[src/verilog/pcm_pkg.sv]
// package: register map, reset values and carrier structs of the port C pin mux
package pcm_pkg;

  localparam logic [2:0] REG_PIN_LEVEL   = 3'h0;
  localparam logic [2:0] REG_OUT_LATCH   = 3'h1;
  localparam logic [2:0] REG_DIRECTION   = 3'h2;
  localparam logic [2:0] REG_USB_CONTROL = 3'h3;
  localparam logic [2:0] REG_PERIPH_CFG  = 3'h4;

  localparam logic [7:0] LATCH_MASK   = 8'hC7;
  localparam logic [7:0] PIN_MASK     = 8'hF7;
  localparam logic [7:0] USBCTL_MASK  = 8'h7E;
  localparam logic [7:0] LATCH_RESET  = 8'h00;
  localparam logic [7:0] DIR_RESET    = 8'hC7;
  localparam logic [7:0] USBCTL_RESET = 8'h00;
  localparam logic [7:0] PCFG_RESET   = 8'h01;

  localparam int USBCTL_ON_BIT       = 3;
  localparam int PCFG_CAPCOMP2_ROUTE = 0;
  localparam int PCFG_XCVR_EXT     = 1;
  localparam int PCFG_PWMA_TRISTATE = 2;

  typedef enum logic [1:0] {
    PCM_SER_OFF,
    PCM_SER_ASYNC,
    PCM_SER_SYNC
  } pcm_ser_mode_e;

  typedef struct packed {
    logic [2:0] addr;
    logic [7:0] wdata;
    logic       wr;
    logic       rd;
  } pcm_bus_req_s;

  typedef struct packed {
    logic [7:0] o;
    logic [7:0] oe;
  } pcm_pin_drive_s;

  typedef struct packed {
    logic       osc1En;
    logic       capcomp2Out;
    logic       capcomp2IsOutput;
    logic       capcomp1Out;
    logic       capcomp1IsOutput;
    logic       pwmAActive;
    logic       pwmAOut;
    logic       pwmShutdown;
    logic       usbDmOut;
    logic       usbDpOut;
    logic       usbDrive;
    logic       xcvrOe;
    pcm_ser_mode_e serMode;
    logic       serTxOut;
    logic       serClkMaster;
    logic       serClkOut;
    logic       serDataTx;
    logic       serDataOut;
    logic       spiActive;
    logic       spiDataOut;
  } pcm_periph_s;

endpackage : pcm_pkg

[src/verilog/pcm_port_c.sv]
// port C pin multiplexer: latch/direction registers and peripheral overrides
//
// Contract
// RULE1: direction 1 makes a pin high-impedance input; 0 drives the latch value.
// RULE2: reading the latch register returns latch contents, not pin levels.
// RULE3: slow oscillator enabled takes pins 0 and 1, digital paths disabled.
// RULE4: pin 1 drives second compare output at direction 0, feeds capture at 1.
// RULE5: second capcomp on pin 1 unless route bit is 0, then other port.
// RULE6: external transceiver output enable driven on pin 1.
// RULE7: pin 2 drives first compare output over port data, capture at 1.
// RULE8: pin 2 carries pwm channel A, optional high-impedance during shutdown.
// RULE9: pins 4 and 5 input only; port input disabled while usb on.
// RULE10: internal transceiver: pins 4 and 5 are usb lines, usb sets direction.
// RULE11: external transceiver: pins 4 and 5 are receive inputs.
// RULE12: async mode: pin 6 drives transmit data over port data.
// RULE13: sync mode: pin 6 drives clock as master, else takes external clock.
// RULE14: pin 7 feeds receive; sync mode drives data when transmitting.
// RULE15: pin 7 carries spi data out when its direction bit is 0.
// RULE16: unimplemented bits of pin, latch and direction registers read 0.
// RULE17: pins 0 and 1 supply external counter input at direction 1. Code feeds extCounterIn from pin 0 only.
// RULE18: direction register reads its stored contents despite overrides.
//
// Our own choices: strobed register access and the address map.
`timescale 1ns/1ps
module pcm_port_c
  import pcm_pkg::*;
(
  input  wire logic         clk_sys,
  input  wire logic         rst,
  input  wire logic [2:0]   regAddr,
  input  wire logic [7:0]   regWdata,
  input  wire logic         regWr,
  input  wire logic         regRd,
  output logic      [7:0]   regRdata,
  input  wire logic [7:0]   pinIn,
  output logic      [7:0]   pinOut,
  output logic      [7:0]   pinOe,
  input  wire pcm_periph_s  periph,
  output logic              capcomp2RouteSel,
  output logic              slowOscAnalogEn,
  output logic              extCounterIn,
  output logic              capcomp2CaptureIn,
  output logic              capcomp1CaptureIn,
  output logic              usbDmIn,
  output logic              usbDpIn,
  output logic              xcvrMinusRx,
  output logic              xcvrPlusRx,
  output logic              serRxIn,
  output logic              serClkIn,
  output logic              usbOn,
  output logic              xcvrExternal
);

  pcm_bus_req_s   req;
  pcm_pin_drive_s drv;
  logic [7:0]     pinSync;
  logic [7:0]     pinLevel;
  logic [7:0]     latch_r;
  logic [7:0]     dir_r;
  logic [7:0]     usbCtl_r;
  logic [7:0]     pcfg_r;
  logic           usbOnNow;
  logic           extXcvr;
  logic           capcomp2Here;

  assign req.addr  = regAddr;
  assign req.wdata = regWdata;
  assign req.wr    = regWr;
  assign req.rd    = regRd;

  pcm_sync #(.W(8)) u_sync (
    .clk_sys (clk_sys),
    .rst     (rst),
    .asyncIn (pinIn),
    .syncOut (pinSync)
  );

  pcm_regs u_regs (
    .clk_sys  (clk_sys),
    .rst      (rst),
    .req      (req),
    .pinLevel (pinLevel),
    .latch_r  (latch_r),
    .dir_r    (dir_r),
    .usbCtl_r (usbCtl_r),
    .pcfg_r   (pcfg_r),
    .rdData_r (regRdata)
  );

  assign usbOnNow     = usbCtl_r[USBCTL_ON_BIT];
  assign extXcvr      = pcfg_r[PCFG_XCVR_EXT];
  assign capcomp2Here = pcfg_r[PCFG_CAPCOMP2_ROUTE]; // [RULE5]

  // level seen by software; analog or usb-owned pins read 0
  always_comb begin
    pinLevel = pinSync;
    if (periph.osc1En) begin
      pinLevel[1:0] = 2'h0; // [RULE3]
    end
    if (usbOnNow) begin
      pinLevel[5:4] = 2'h0; // [RULE9]
    end
    pinLevel[3] = 1'b0; // [RULE16]
  end

  // pin drive: peripherals override the latch where they take priority
  always_comb begin
    drv.o  = latch_r;
    drv.oe = ~dir_r & LATCH_MASK; // [RULE1]
    // pin 1: external transceiver enable, else second capcomp output
    if (usbOnNow && extXcvr) begin
      drv.o[1]  = periph.xcvrOe; // [RULE6]
      drv.oe[1] = 1'b1; // [RULE6]
    end else if (capcomp2Here && periph.capcomp2IsOutput && !dir_r[1]) begin
      drv.o[1] = periph.capcomp2Out; // [RULE4]
    end
    // pin 2: pwm channel A, else first capcomp output
    if (periph.pwmAActive) begin
      drv.o[2]  = periph.pwmAOut; // [RULE8]
      drv.oe[2] = !dir_r[2] && !(periph.pwmShutdown && pcfg_r[PCFG_PWMA_TRISTATE]); // [RULE8]
    end else if (periph.capcomp1IsOutput && !dir_r[2]) begin
      drv.o[2] = periph.capcomp1Out; // [RULE7]
    end
    // pins 4/5 only driven by the internal transceiver
    if (usbOnNow && !extXcvr && periph.usbDrive) begin
      drv.o[4]  = periph.usbDmOut; // [RULE10]
      drv.o[5]  = periph.usbDpOut; // [RULE10]
      drv.oe[4] = 1'b1; // [RULE10]
      drv.oe[5] = 1'b1; // [RULE10]
    end
    // pin 6: usart transmit or master clock
    case (periph.serMode)
      PCM_SER_ASYNC: begin
        drv.o[6] = periph.serTxOut; // [RULE12]
      end
      PCM_SER_SYNC: begin
        drv.o[6]  = periph.serClkOut; // [RULE13]
        drv.oe[6] = periph.serClkMaster; // [RULE13]
      end
      default: begin
      end
    endcase
    // pin 7: sync data transmit, else spi data out
    if (periph.serMode == PCM_SER_SYNC) begin
      drv.o[7]  = periph.serDataOut; // [RULE14]
      drv.oe[7] = periph.serDataTx; // [RULE14]
    end else if (periph.spiActive && !dir_r[7]) begin
      drv.o[7] = periph.spiDataOut; // [RULE15]
    end
    // oscillator owns pins 0/1 outright, digital drivers off
    if (periph.osc1En) begin
      drv.oe[1:0] = 2'h0; // [RULE3]
      drv.o[1:0]  = 2'h0;
    end
  end

  // registered pin drive and peripheral inputs
  always_ff @(posedge clk_sys or posedge rst) begin
    if (rst) begin
      pinOut <= 8'h00;
      pinOe  <= 8'h00;
    end else begin
      pinOut <= drv.o;
      pinOe  <= drv.oe;
    end
  end

  always_ff @(posedge clk_sys or posedge rst) begin
    if (rst) begin
      extCounterIn      <= 1'b0;
      capcomp2CaptureIn <= 1'b0;
      capcomp1CaptureIn <= 1'b0;
    end else begin
      extCounterIn      <= !periph.osc1En && dir_r[0] && pinSync[0]; // [RULE17]
      capcomp2CaptureIn <= capcomp2Here && !periph.osc1En && dir_r[1] && pinSync[1]; // [RULE4]
      capcomp1CaptureIn <= dir_r[2] && pinSync[2]; // [RULE7]
    end
  end

  always_ff @(posedge clk_sys or posedge rst) begin
    if (rst) begin
      usbDmIn     <= 1'b0;
      usbDpIn     <= 1'b0;
      xcvrMinusRx <= 1'b0;
      xcvrPlusRx  <= 1'b0;
    end else begin
      usbDmIn     <= usbOnNow && !extXcvr && pinSync[4]; // [RULE10]
      usbDpIn     <= usbOnNow && !extXcvr && pinSync[5]; // [RULE10]
      xcvrMinusRx <= usbOnNow && extXcvr && pinSync[4]; // [RULE11]
      xcvrPlusRx  <= usbOnNow && extXcvr && pinSync[5]; // [RULE11]
    end
  end

  // serRxIn resets high, then follows pin 7 in every mode; serClkIn resets low and reads 0 outside sync slave
  always_ff @(posedge clk_sys or posedge rst) begin
    if (rst) begin
      serRxIn  <= 1'b1;
      serClkIn <= 1'b0;
    end else begin
      serRxIn  <= pinSync[7]; // [RULE14]
      serClkIn <= periph.serMode == PCM_SER_SYNC && !periph.serClkMaster && pinSync[6]; // [RULE13]
    end
  end

  always_ff @(posedge clk_sys or posedge rst) begin
    if (rst) begin
      capcomp2RouteSel <= 1'b1;
      slowOscAnalogEn  <= 1'b0;
      usbOn            <= 1'b0;
      xcvrExternal     <= 1'b0;
    end else begin
      capcomp2RouteSel <= capcomp2Here; // [RULE5]
      slowOscAnalogEn  <= periph.osc1En; // [RULE3]
      usbOn            <= usbOnNow;
      xcvrExternal     <= extXcvr;
    end
  end

endmodule : pcm_port_c

[src/verilog/pcm_regs.sv]
// software register file: latch, direction, usb control and routing config
`timescale 1ns/1ps
module pcm_regs
  import pcm_pkg::*;
(
  input  wire logic         clk_sys,
  input  wire logic         rst,
  input  wire pcm_bus_req_s req,
  input  wire logic [7:0]   pinLevel,
  output logic      [7:0]   latch_r,
  output logic      [7:0]   dir_r,
  output logic      [7:0]   usbCtl_r,
  output logic      [7:0]   pcfg_r,
  output logic      [7:0]   rdData_r
);

  always_ff @(posedge clk_sys or posedge rst) begin
    if (rst) begin
      latch_r <= LATCH_RESET;
    end else if (req.wr && (req.addr == REG_OUT_LATCH || req.addr == REG_PIN_LEVEL)) begin
      latch_r <= req.wdata & LATCH_MASK; // [RULE16]
    end
  end

  always_ff @(posedge clk_sys or posedge rst) begin
    if (rst) begin
      dir_r <= DIR_RESET;
    end else if (req.wr && req.addr == REG_DIRECTION) begin
      dir_r <= req.wdata & LATCH_MASK; // [RULE16]
    end
  end

  always_ff @(posedge clk_sys or posedge rst) begin
    if (rst) begin
      usbCtl_r <= USBCTL_RESET;
      pcfg_r <= PCFG_RESET;
    end else if (req.wr) begin
      if (req.addr == REG_USB_CONTROL) begin
        usbCtl_r <= req.wdata & USBCTL_MASK;
      end
      if (req.addr == REG_PERIPH_CFG) begin
        pcfg_r <= {5'h00, req.wdata[2:0]};
      end
    end
  end

  // read data valid only in the cycle after the strobe
  always_ff @(posedge clk_sys or posedge rst) begin
    if (rst) begin
      rdData_r <= 8'h00;
    end else if (req.rd) begin
      case (req.addr)
        REG_PIN_LEVEL:   rdData_r <= pinLevel & PIN_MASK; // [RULE16]
        REG_OUT_LATCH:   rdData_r <= latch_r; // [RULE2]
        REG_DIRECTION:   rdData_r <= dir_r; // [RULE18]
        REG_USB_CONTROL: rdData_r <= usbCtl_r;
        REG_PERIPH_CFG:  rdData_r <= pcfg_r;
        default:         rdData_r <= 8'h00;
      endcase
    end else begin
      rdData_r <= 8'h00;
    end
  end

endmodule : pcm_regs

[src/verilog/pcm_sync.sv]
// two-flop synchroniser for the pin inputs
`timescale 1ns/1ps
module pcm_sync
  import pcm_pkg::*;
#(
  parameter int W = 8
) (
  input  wire logic         clk_sys,
  input  wire logic         rst,
  input  wire logic [W-1:0] asyncIn,
  output logic      [W-1:0] syncOut
);

  logic [W-1:0] stage1_r;

  always_ff @(posedge clk_sys or posedge rst) begin
    if (rst) begin
      stage1_r <= '0;
      syncOut  <= '0;
    end else begin
      stage1_r <= asyncIn;
      syncOut  <= stage1_r;
    end
  end

endmodule : pcm_sync
[config.mk]
export PLATFORM = sky130hd
export DESIGN_NAME = pcm_port_c
export DESIGN_NICKNAME = d
export VERILOG_FILES = /design/src/verilog/pcm_pkg.sv /design/src/verilog/pcm_port_c.sv /design/src/verilog/pcm_regs.sv /design/src/verilog/pcm_sync.sv
export SDC_FILE = /design/constraint.sdc
export NUM_CORES = 1
export LEC_CHECK = 0
export BUFFER_PORTS_ARGS = -buffer_cell sky130_fd_sc_hd__buf_2
export CORE_ASPECT_RATIO = 0.7
export CORE_MARGIN = 8
export CORE_UTILIZATION = 40
export CTS_BUF_LIST = sky130_fd_sc_hd__clkbuf_8
export CTS_CLUSTER_SIZE = 16
export DETAILED_ROUTE_END_ITERATION = 10
export GPL_TIMING_DRIVEN = 0
export PLACE_DENSITY_LB_ADDON = 0.12
export REMOVE_ABC_BUFFERS = 1
export SLEW_MARGIN = 20
export SYNTH_ARGS = -nofsm -noshare
export SYNTH_HDL_FRONTEND = slang
export SYNTH_SLANG_ARGS = --single-unit
[constraint.sdc]
create_clock -name clk_sys -period 3.7 [get_ports clk_sys]
set_input_delay 0.37 -clock clk_sys [delete_from_list [all_inputs] [get_ports clk_sys]]
set_output_delay 0.37 -clock clk_sys [all_outputs]
set_load 0.02 [all_outputs]
### Yosys cells after proc, flatten, opt, wreduce, memory -nomap -nowiden

Index checks and enable logic that the tools add are counted.

* bits in registers: 70
* bits in latches: 0
* RAM bits: 0
* bits in read-only memories: 0
* output and inout bits: 37
* logic and storage cells: 82
* memories: 0

* $add $sub $neg: 0
* multipliers: 0
* div/mod/pow operators: 0
* order comparisons: 0
* equal/unequal tests: 6
* shifts and indexed selects: 0
* multiplexer cells: 19
* bitwise gates (word level): 1
* reduce and logical (&&, ||, !) cells: 34

Operator list (number)
* 8-bit one-hot mux with 5 select lines: 1
* 1-bit logical AND: 23
* 2-bit two-way mux: 6
* 1-bit two-way mux: 10
* 8-bit two-way mux: 1
* 8-bit NOT: 1
* 1-bit logical NOT: 7
* 3-bit by 2-bit == test with 1-bit output, second input constant: 2
* 2-bit AND reduction: 2
* 3-bit by 1-bit == test with 1-bit output, second input constant: 1
* 3-bit == test, second input constant: 1
* 3-bit logical NOT: 1
* 2-bit by 1-bit == test with 1-bit output, second input constant: 1
* 2-bit == test, second input constant: 1
* 1-bit one-hot mux with 2 select lines: 1
* 1-bit logical OR: 1

### Logic depth before layout (Yosys ltp)

Gate-level depths: netlist of run 1.

* word-level depth: 5
* gate-level depth with buffers: 5
* gate-level depth less buffers: 4

### By module

Synthesis of run 1 repeated with hierarchy kept, for this count alone.

* cell total of the unflattened synthesis: 201
* area total of the unflattened synthesis: 2802.7 um^2

Modules (own cells, without submodules)
* pcm_regs: instances 1, cells each 108, area an instance 1397.6 um^2
* pcm_port_c: instances 1, cells each 76, area an instance 1001.0 um^2
* pcm_sync: instances 1, cells each 17, area an instance 404.1 um^2

### Worst setup path before layout of run 1

No wires, ideal clock.

* path kind: input to register
* start point: input port regAddr[2]
* end point: register u_regs.latch_r[0]
* library setup time: 0.125 ns
* data arrival time: 1.184 ns
* required time: 3.575 ns
* path slack: 2.392 ns
* cell stages on the path: 3
* cell sequence: buf_2 nor3b_2 mux2_2

* longest elaborated chain between the ends: 3
* elaborated cells on any way between the ends: 4
* those cells by class: 1 x eq/ne; 3 x reduce/logical

Ends and longest elaborated chain
* from (decl): RTL line pcm_port_c.sv:30 `input wire logic [2:0] regAddr,`
* 3-bit by 1-bit == test with 1-bit output / 3-bit logical NOT (equally long branches): RTL line pcm_regs.sv:20 `end else if (req.wr && (req.addr == REG_OUT_LATCH || req.addr == REG_PIN_LEVEL)) begin`
* 1-bit logical OR (*): RTL line pcm_regs.sv:20
* 1-bit logical AND (*): RTL line pcm_regs.sv:20
* to (signal assigned): RTL line pcm_regs.sv:21 `latch_r <= req.wdata & LATCH_MASK;`
* to (decl): RTL line pcm_regs.sv:10 `output logic [7:0] latch_r,`

Mark *: on every way between the ends. The rest lies on a longest branch, timed or not.
A chain may end at the register's enable or synchronous reset.

### Worst setup path after layout of run 1

* start point: input port regAddr[1]
* end point: register u_regs.dir_r[7]

* longest elaborated chain between the ends: 2

Ends and longest elaborated chain
* 3-bit by 2-bit == test with 1-bit output: RTL line pcm_regs.sv:28 `end else if (req.wr && req.addr == REG_DIRECTION) begin`
* 1-bit logical AND: RTL line pcm_regs.sv:28
* to (signal assigned): RTL line pcm_regs.sv:29 `dir_r <= req.wdata & LATCH_MASK;`
* to (decl): RTL line pcm_regs.sv:11 `output logic [7:0] dir_r,`

Every way passes these cells.

==> results of run 1 <==
## logic make-up (layout without fill, tap and decap cells)
| family | Yosys count | after routing | share of synthesized area (%) |
|---|---|---|---|
| AO/OA/AOI/OAI | 22 | 22 | 5.94 |
| adder cells (fa/ha/maj) | 2 | 2 | 1.01 |
| buffers and inverters | 12 | 98 | 2.77 |
| flip-flops | 67 | 67 | 67.8 |
| multiplexers | 25 | 25 | 11.5 |
| other | 1 | 2 | 0.151 |
| AND/OR/NAND/NOR | 48 | 48 | 10.9 |
## layout by cell type (no fill, tap or decap), types with 3 or more instances in the layout
master,n
dfrtp_1,59
o21ai_0,6
and2_1,4
inv_1,3
nand2_1,11
clkbuf_8,11
nor2_1,9
mux2_2,18
nor2b_1,6
a21oi_1,5
buf_2,77
and3_1,5
dfstp_2,8
clkinv_2,3
mux2i_1,6
## registers in the layout, summed over array words and instances (netlist names), 3 cells and up
register	count
pinOut	7
u_regs.rdData_r	8
u_regs.latch_r	5
u_regs.usbCtl_r	6
u_regs.dir_r	5
pinOe	6
u_sync.stage1_r	7
u_regs.pcfg_r	3
u_sync.syncOut	7
## per-stage QoR
stage / worst slack, ns / cell area, um2 / cells / util, %
6_report: 2.09 / 3180 / 342 / 51.8
4_1_cts: 2.03 / 3180 / 342 / 51.8
5_1_grt: 1.95 / 3180 / 342 / 51.8
2_1_floorplan: 1.66 / 2440 / 170 / -
3_5_place_dp: 1.66 / 2950 / 326 / 48.1
3_3_place_gp: 0.811 / 2920 / 325 / 47.7
## worst register-to-register path, delay by kind of cell, from the launching register on
kind,cells,cell delay [ns]
DFF,1,0.57
AOI/OAI and AO/OA,3,0.51
## cell type report
type / count / area [um2]
inverters: 4 / 17.5
clock inverters: 5 / 75.1
multi-input cells: 99 / 742
clock buffers: 11 / 151
flip-flops and latches: 67 / 1690
repair buffers: 78 / 405
fillers: 575 / 2950
well taps: 78 / 97.6
## final timing paths
path	to	from	depth (start not counted)	slack (ns)
hold reg to reg	u_sync.syncOut[7]	u_sync.stage1_r[7]	0	0.35
hold / removal	u_sync.stage1_r[6]	rst	2	0.04
setup reg to reg	u_regs.rdData_r[1]	u_regs.dir_r[1]	3	2.55
min in group clk_sys	u_sync.stage1_r[5]	pinIn[5]	1	0.13
setup / recovery	u_regs.dir_r[7]	regAddr[1]	3	2.09
max in group asynchronous	u_regs.pcfg_r[0]	rst	3	3.07
## metal layers
layer	track usage, %	vias to the layer above
met5	0	-
met4	6.36	0
met3	5.56	10
met2	19.1	47
met1	15.2	792
li1	-	773
## report_power, final
| group | leakage [nW] | total (W) | internal [W] | switching [W] |
|---|---|---|---|---|
| combinational | 0.656 | 0.000272 | 0.000121 | 0.000151 |
| sequential | 0.818 | 0.000893 | 0.000839 | 0.0000541 |
| clock | 0.119 | 0.000678 | 0.000413 | 0.000265 |
| total | 1.59 | 0.00184 | 0.00137 | 0.000471 |
==> results by group, run 1 <==
Worst hold path
  • Worst min-delay path class: in -> async

Synthesis
  • Synth area leaders: dfrtp_1 59%, dfstp_2 8.5%, mux2_2 8.1%, mux2i_1 2.4%, nand2_1 1.7%
  • Synthesized cell area: 2490 um2
  • Most frequent cell after synthesis: dfrtp_1
  • Number of synthesized flops with an enable pin: 0
  • Syn avg cell area: 14.1 um2
  • Synth cell types: 38
  • Area share of the largest cell type after synthesis: between 50% and 60%
  • Yosys warning total: 0
  • Post-synth top area cell: dfrtp_1
  • Top cells by count, synth: 59 x dfrtp_1, 18 x mux2_2, 11 x nand2_1
  • Seq/Total Area, Yosys: 67.8%
  • Yosys reg bits: 67
  • Syn Inst Count: between 150 and 200
  • FFs w/ async S/R, synth: 100%
  • Main synth FF type: dfrtp_1

Setup path
  • Crit-path leading delay family: simple AND/OR/NAND/NOR gates
  • Worst setup path class: in -> reg
  • CP max stage delay: around 0.75 ns
  • Worst EP required: 3.97 ns
  • Crit path launch type: input port
  • Buf/Inv on CP: 1
  • CP max-delay cell: nor4bb_2
  • Worst setup EP type: flop
  • Arr. time, crit path: 1.88 ns
  • CP max FO: 19
  • Crit-path cells: buf_2 > nor4bb_2 > mux2_2

Floorplan
  • Io pins: 81
  • Die Footprint: 9040 um2
  • Row count: 24
  • Core footprint: 6130 um2
  • Horiz. Die Dim: ~110 um
  • Starting Density: 40.6%
  • Die Y-Extent: approximately 80 um

STA
  • Hold Vio Cnt, Final: 0
  • Measured slew at the worst slew-check pin: 0.826 ns
  • Headroom to the max-slew limit: between 40% and 50%
  • Worst clock skew: approximately 0.0061 ns
  • Max Fclk: 0.620 GHz
  • TNS Setup: 0 ns
  • Max Slew Vio Count: 0
  • RSZ-0062 raised after global routing: false
  • Fin Hold WS: 0.0363 ns
  • Tcrit/Tclk final: 43.6%
  • Setup-failing EPs final: 0
  • Fin crit period: 1.61 ns

Routing
  • Remaining antenna violation count after routing: 0
  • DR WL met3: 459 um
  • DRT Wirelength: around 5.3 mm
  • Drt wl/cell: 15.5 um
  • Via/cell ratio: 4.74
  • DRC: 0
  • First-pass DRT Iterations: 4
  • Max layer used: met4
  • Via count: 1622
  • Drt initial violations: 64
  • Met1 wire length: between 2 and 2.5 mm
  • Metal2 WL: 2.46 mm

Global route
  • Pin count of the biggest net entering global routing: 35
  • GR Overflow Total: 0
  • Initial antenna violation count: 0
  • First-pass GRT wire length: ~8.5 mm
  • Vias in the first global route: around 1.8k
  • GRT Overall Usage: 12.7%

Placement
  • Placer's final routability congestion estimate: about 0.69
  • Buffers on Ports: 77
  • Post-DP HPWL: between 3 and 4 mm

CTS
  • H-tree depth: 3
  • Root Buffer: clkbuf_8
  • PostCTS Resize Cnt: 0
  • CTS Hold Bufs: 0
  • CTS Sinks: 67
  • Num CTS Buffers: 9
  • Worst-path clk slew: 0.07 ns
  • Post-CTS repair timing setup buffer count: 0
  • Clk buf depth: 2
  • CTS tree: done
  • Clock latency on the worst-skew pair: roughly 0.34 ns

Layout
  • Area Overhead vs Synth: 27.7%
  • Share of post-route cells with drive strength above 1: 47.7%
  • Antenna cells: 0
  • Nets: 305

Flow run
  • Max_cap viols: 0

Power and ir drop
  • Leak: 1.59 nW
  • Total Power Consumption: roughly 0.0018 W
  • Peak VDD IR: 0.234 mV
  • Cell Pwr Density: between 500 and 600 nW/um2

Status
  • Outcome: completed
No activity file was read; power rests on OpenSTA's default activity.
==> inputs of run 2 (changes only) <==
clock period = 1.4 ns   (was 3.7 ns; I/O delays follow)
==> run 2 against run 1 <==
Against the previous run: clock-buffer cell count unchanged; global-route usage increased by 0.29 points; non-clock buffer count increased by 14; worst setup slack got worse by 2.0 ns; die area unchanged; critical path depth increased by 2; sequential power increased to 2.6 times the previous value.
==> results by group, run 2 (synthesis results as in run 1) <==
CTS
  • CTS Sinks: 67 (unchanged)
  • Num CTS Buffers: 9 (unchanged)
  • Clock latency on the worst-skew pair: 0.34 ns (about the same)
  • CTS tree: done
  • Clk buf depth: 2 (unchanged)
  • Post-CTS repair timing setup buffer count: 0 (unchanged)
  • Worst-path clk slew: 0.07 ns (about the same)
  • Root Buffer: clkbuf_8
  • H-tree depth: 3 (unchanged)

Layout
  • Antenna cells: 0 (unchanged)
  • Area of the multi-input gates: 751 um2 (+1.2%)
  • Share of post-route cells with drive strength above 1: 45.3% (-2.4 points)
  • Biggest register: u_regs.rdData_r
  • Most frequent cells in the layout: 77 x buf_2, 59 x dfrtp_1, 18 x mux2_2
  • Fill cell count: 566 (-1.6%)
  • Register area: 1690 um2 (unchanged)
  • Max reg flops: 8 (unchanged)
  • Area Overhead vs Synth: 33.7%
  • Most common cell after layout, fill and taps aside: buf_2
  • Nets: 319 (+4.6%)

Floorplan
  • Die Footprint: 9040 um2 (unchanged)
  • Horiz. Die Dim: 110 um (unchanged)
  • Die Y-Extent: 82.0 um (unchanged)
  • Row count: 24 (unchanged)
  • Core footprint: 6130 um2 (unchanged)
  • Io pins: 81 (unchanged)
  • Starting Density: 40.6% (unchanged)

STA
  • RSZ-0062 raised after global routing: false
  • Final setup margin: 0.0743 ns (-2.01 ns)
  • Tcrit/Tclk final: between 90% and 100%
  • Hold Vio Cnt, Final: 0 (unchanged)
  • Fin crit period: 1.33 ns
  • Measured slew at the worst slew-check pin: 0.544 ns (-0.281 ns)
  • Setup-failing EPs final: 0 (unchanged)
  • Headroom to the max-slew limit: 63.6% (+19 points)
  • Max Fclk: 0.754 GHz
  • Worst clock skew: 0.00701 ns (+0.000891 ns)
  • Max Slew Vio Count: 0 (unchanged)

Setup path
  • Arr. time, crit path: 1.60 ns (-0.28 ns)
  • Cell depth of the worst flop-to-flop path: 2 (-1)
  • Crit-path cells: dlygate4sd3_1 > buf_2 > or3b_1 > a221o_1 > o21ai_2
  • Critical Path Start: periph[20]
  • CP max FO: 9 (-10)
  • RR Endpoint: pinOe[2]
  • CP max stage delay: 0.53 ns (-0.22 ns)
  • Worst EP required: 1.67 ns (-2.30 ns)
  • Worst setup path class: in -> reg
  • Reg2Reg Setup Slack: 0.14 ns (-2.41 ns)
  • Worst Setup EP: u_regs.rdData_r[1]
  • Crit Reg-Reg Startpoint: u_regs.dir_r[2]
  • Worst setup EP type: flop
  • Crit path launch type: input port
  • CP max-delay cell: dlygate4sd3_1

Global route
  • Vias in the first global route: 1823 (+2.1%)
  • Pin count of the biggest net entering global routing: 35 (unchanged)
  • GR Overflow Total: 0 (unchanged)
  • GRT Overall Usage: 13.0% (+0.29 points)
  • Initial antenna violation count: 0 (unchanged)
  • First-pass GRT wire length: 8.78 mm (+3.1%)

Routing
  • Via count: 1673 (+3.1%)
  • Via/cell ratio: 4.70 (-0.91%)
  • DRC: 0 (unchanged)
  • DRT Wirelength: 5.50 mm (+3.7%)
  • Remaining antenna violation count after routing: 0 (unchanged)
  • Drt wl/cell: 15.4 um (-0.40%)
  • Drt initial violations: 43 (-33%)
  • First-pass DRT Iterations: 4 (unchanged)

Power and ir drop
  • Leak: 1.66 nW (+4.2%)
  • Peak VDD IR: 0.616 mV (+160%)
  • Cell Pwr Density: 1480 nW/um2 (+150%)
  • Total Power Consumption: 0.00491 W (+170%)

Placement
  • Placer's final routability congestion estimate: 0.691 (unchanged)
  • Dpl ws: -0.413 ns (-2.07 ns)
  • Buffers on Ports: 77 (unchanged)
  • Post-DP HPWL: 3.92 mm (unchanged)

Status
  • Outcome: completed

Worst hold path
  • Worst min-delay path class: in -> reg

Flow run
  • Max_cap viols: 0 (unchanged)
-- run 2: critical path: cells and delay by family --
family                 cells  cell delay, ns
buffers and inverters      2            0.71
and+or+nand+nor            1            0.35
AOI/OAI and AO/OA          2            0.40
-- run 2: layer usage --
layer / routed length [um] / vias to the layer above / global-route usage [%]
met1: 2410 / 810 / 15.8
met4: 94 / 0 / 6.36
met3: 448 / 10 / 5.49
li1: - / 800 / -
met2: 2550 / 53 / 19.5
met5: 0 / - / 0
-- run 2: metrics by stage --
step                      instances  util [%]  hold slack (ns)  instance area [um2]  TNS [ns]
after floorplan                 170         -            0.171                 2440    -24.25
after global placement          325      47.7            0.248                 2920    -83.01
after detailed placement        326      48.1            0.191                 2950     -2.25
after CTS                       356      54.3          0.00874                 3320         0
after global routing            356      54.3           0.0197                 3320         0
final                           356      54.3           0.0235                 3320         0
-- run 2: worst min path at each step --
stage / cells past startpoint / endpoint / slack, ns / from
2_1_floorplan: 0 / slowOscAnalogEn / 0.17 / periph[20]
3_3_place_gp: 1 / u_sync.stage1_r[5] / 0.25 / pinIn[5]
6_report: 2 / pinOut[2] / 0.02 / periph[15]
5_1_grt: 2 / u_regs.usbCtl_r[4] / 0.02 / regWdata[4]
4_1_cts: 2 / u_regs.usbCtl_r[3] / 0.009 / regWdata[3]
3_5_place_dp: 2 / u_sync.stage1_r[6] / 0.19 / rst
-- run 2: layout make-up --
| cell class | count | share of cell area (%) |
|---|---|---|
| clock buffers | 11 | 4.55 |
| flip-flops and latches | 67 | 50.7 |
| repair buffers | 92 | 16.4 |
| inverters | 4 | 0.527 |
| well taps | 78 | 2.94 |
| multi-input cells | 99 | 22.6 |
| clock inverters | 5 | 2.26 |
-- run 2: report_power, final --
| part | internal, W | switching [W] | total (W) |
|---|---|---|---|
| logic | 0.000353 | 0.000409 | 0.000763 |
| registers | 0.00222 | 0.000145 | 0.00236 |
| clock network | 0.00109 | 0.000699 | 0.00179 |
-- run 2: what timing repair did --
item | 4_1_cts | 5_1_grt
setup endpoints to repair | 4 | 0
hold endpoints to repair | 41 | 0
hold buffers | 14 | 0
resized for setup | 1 | 0
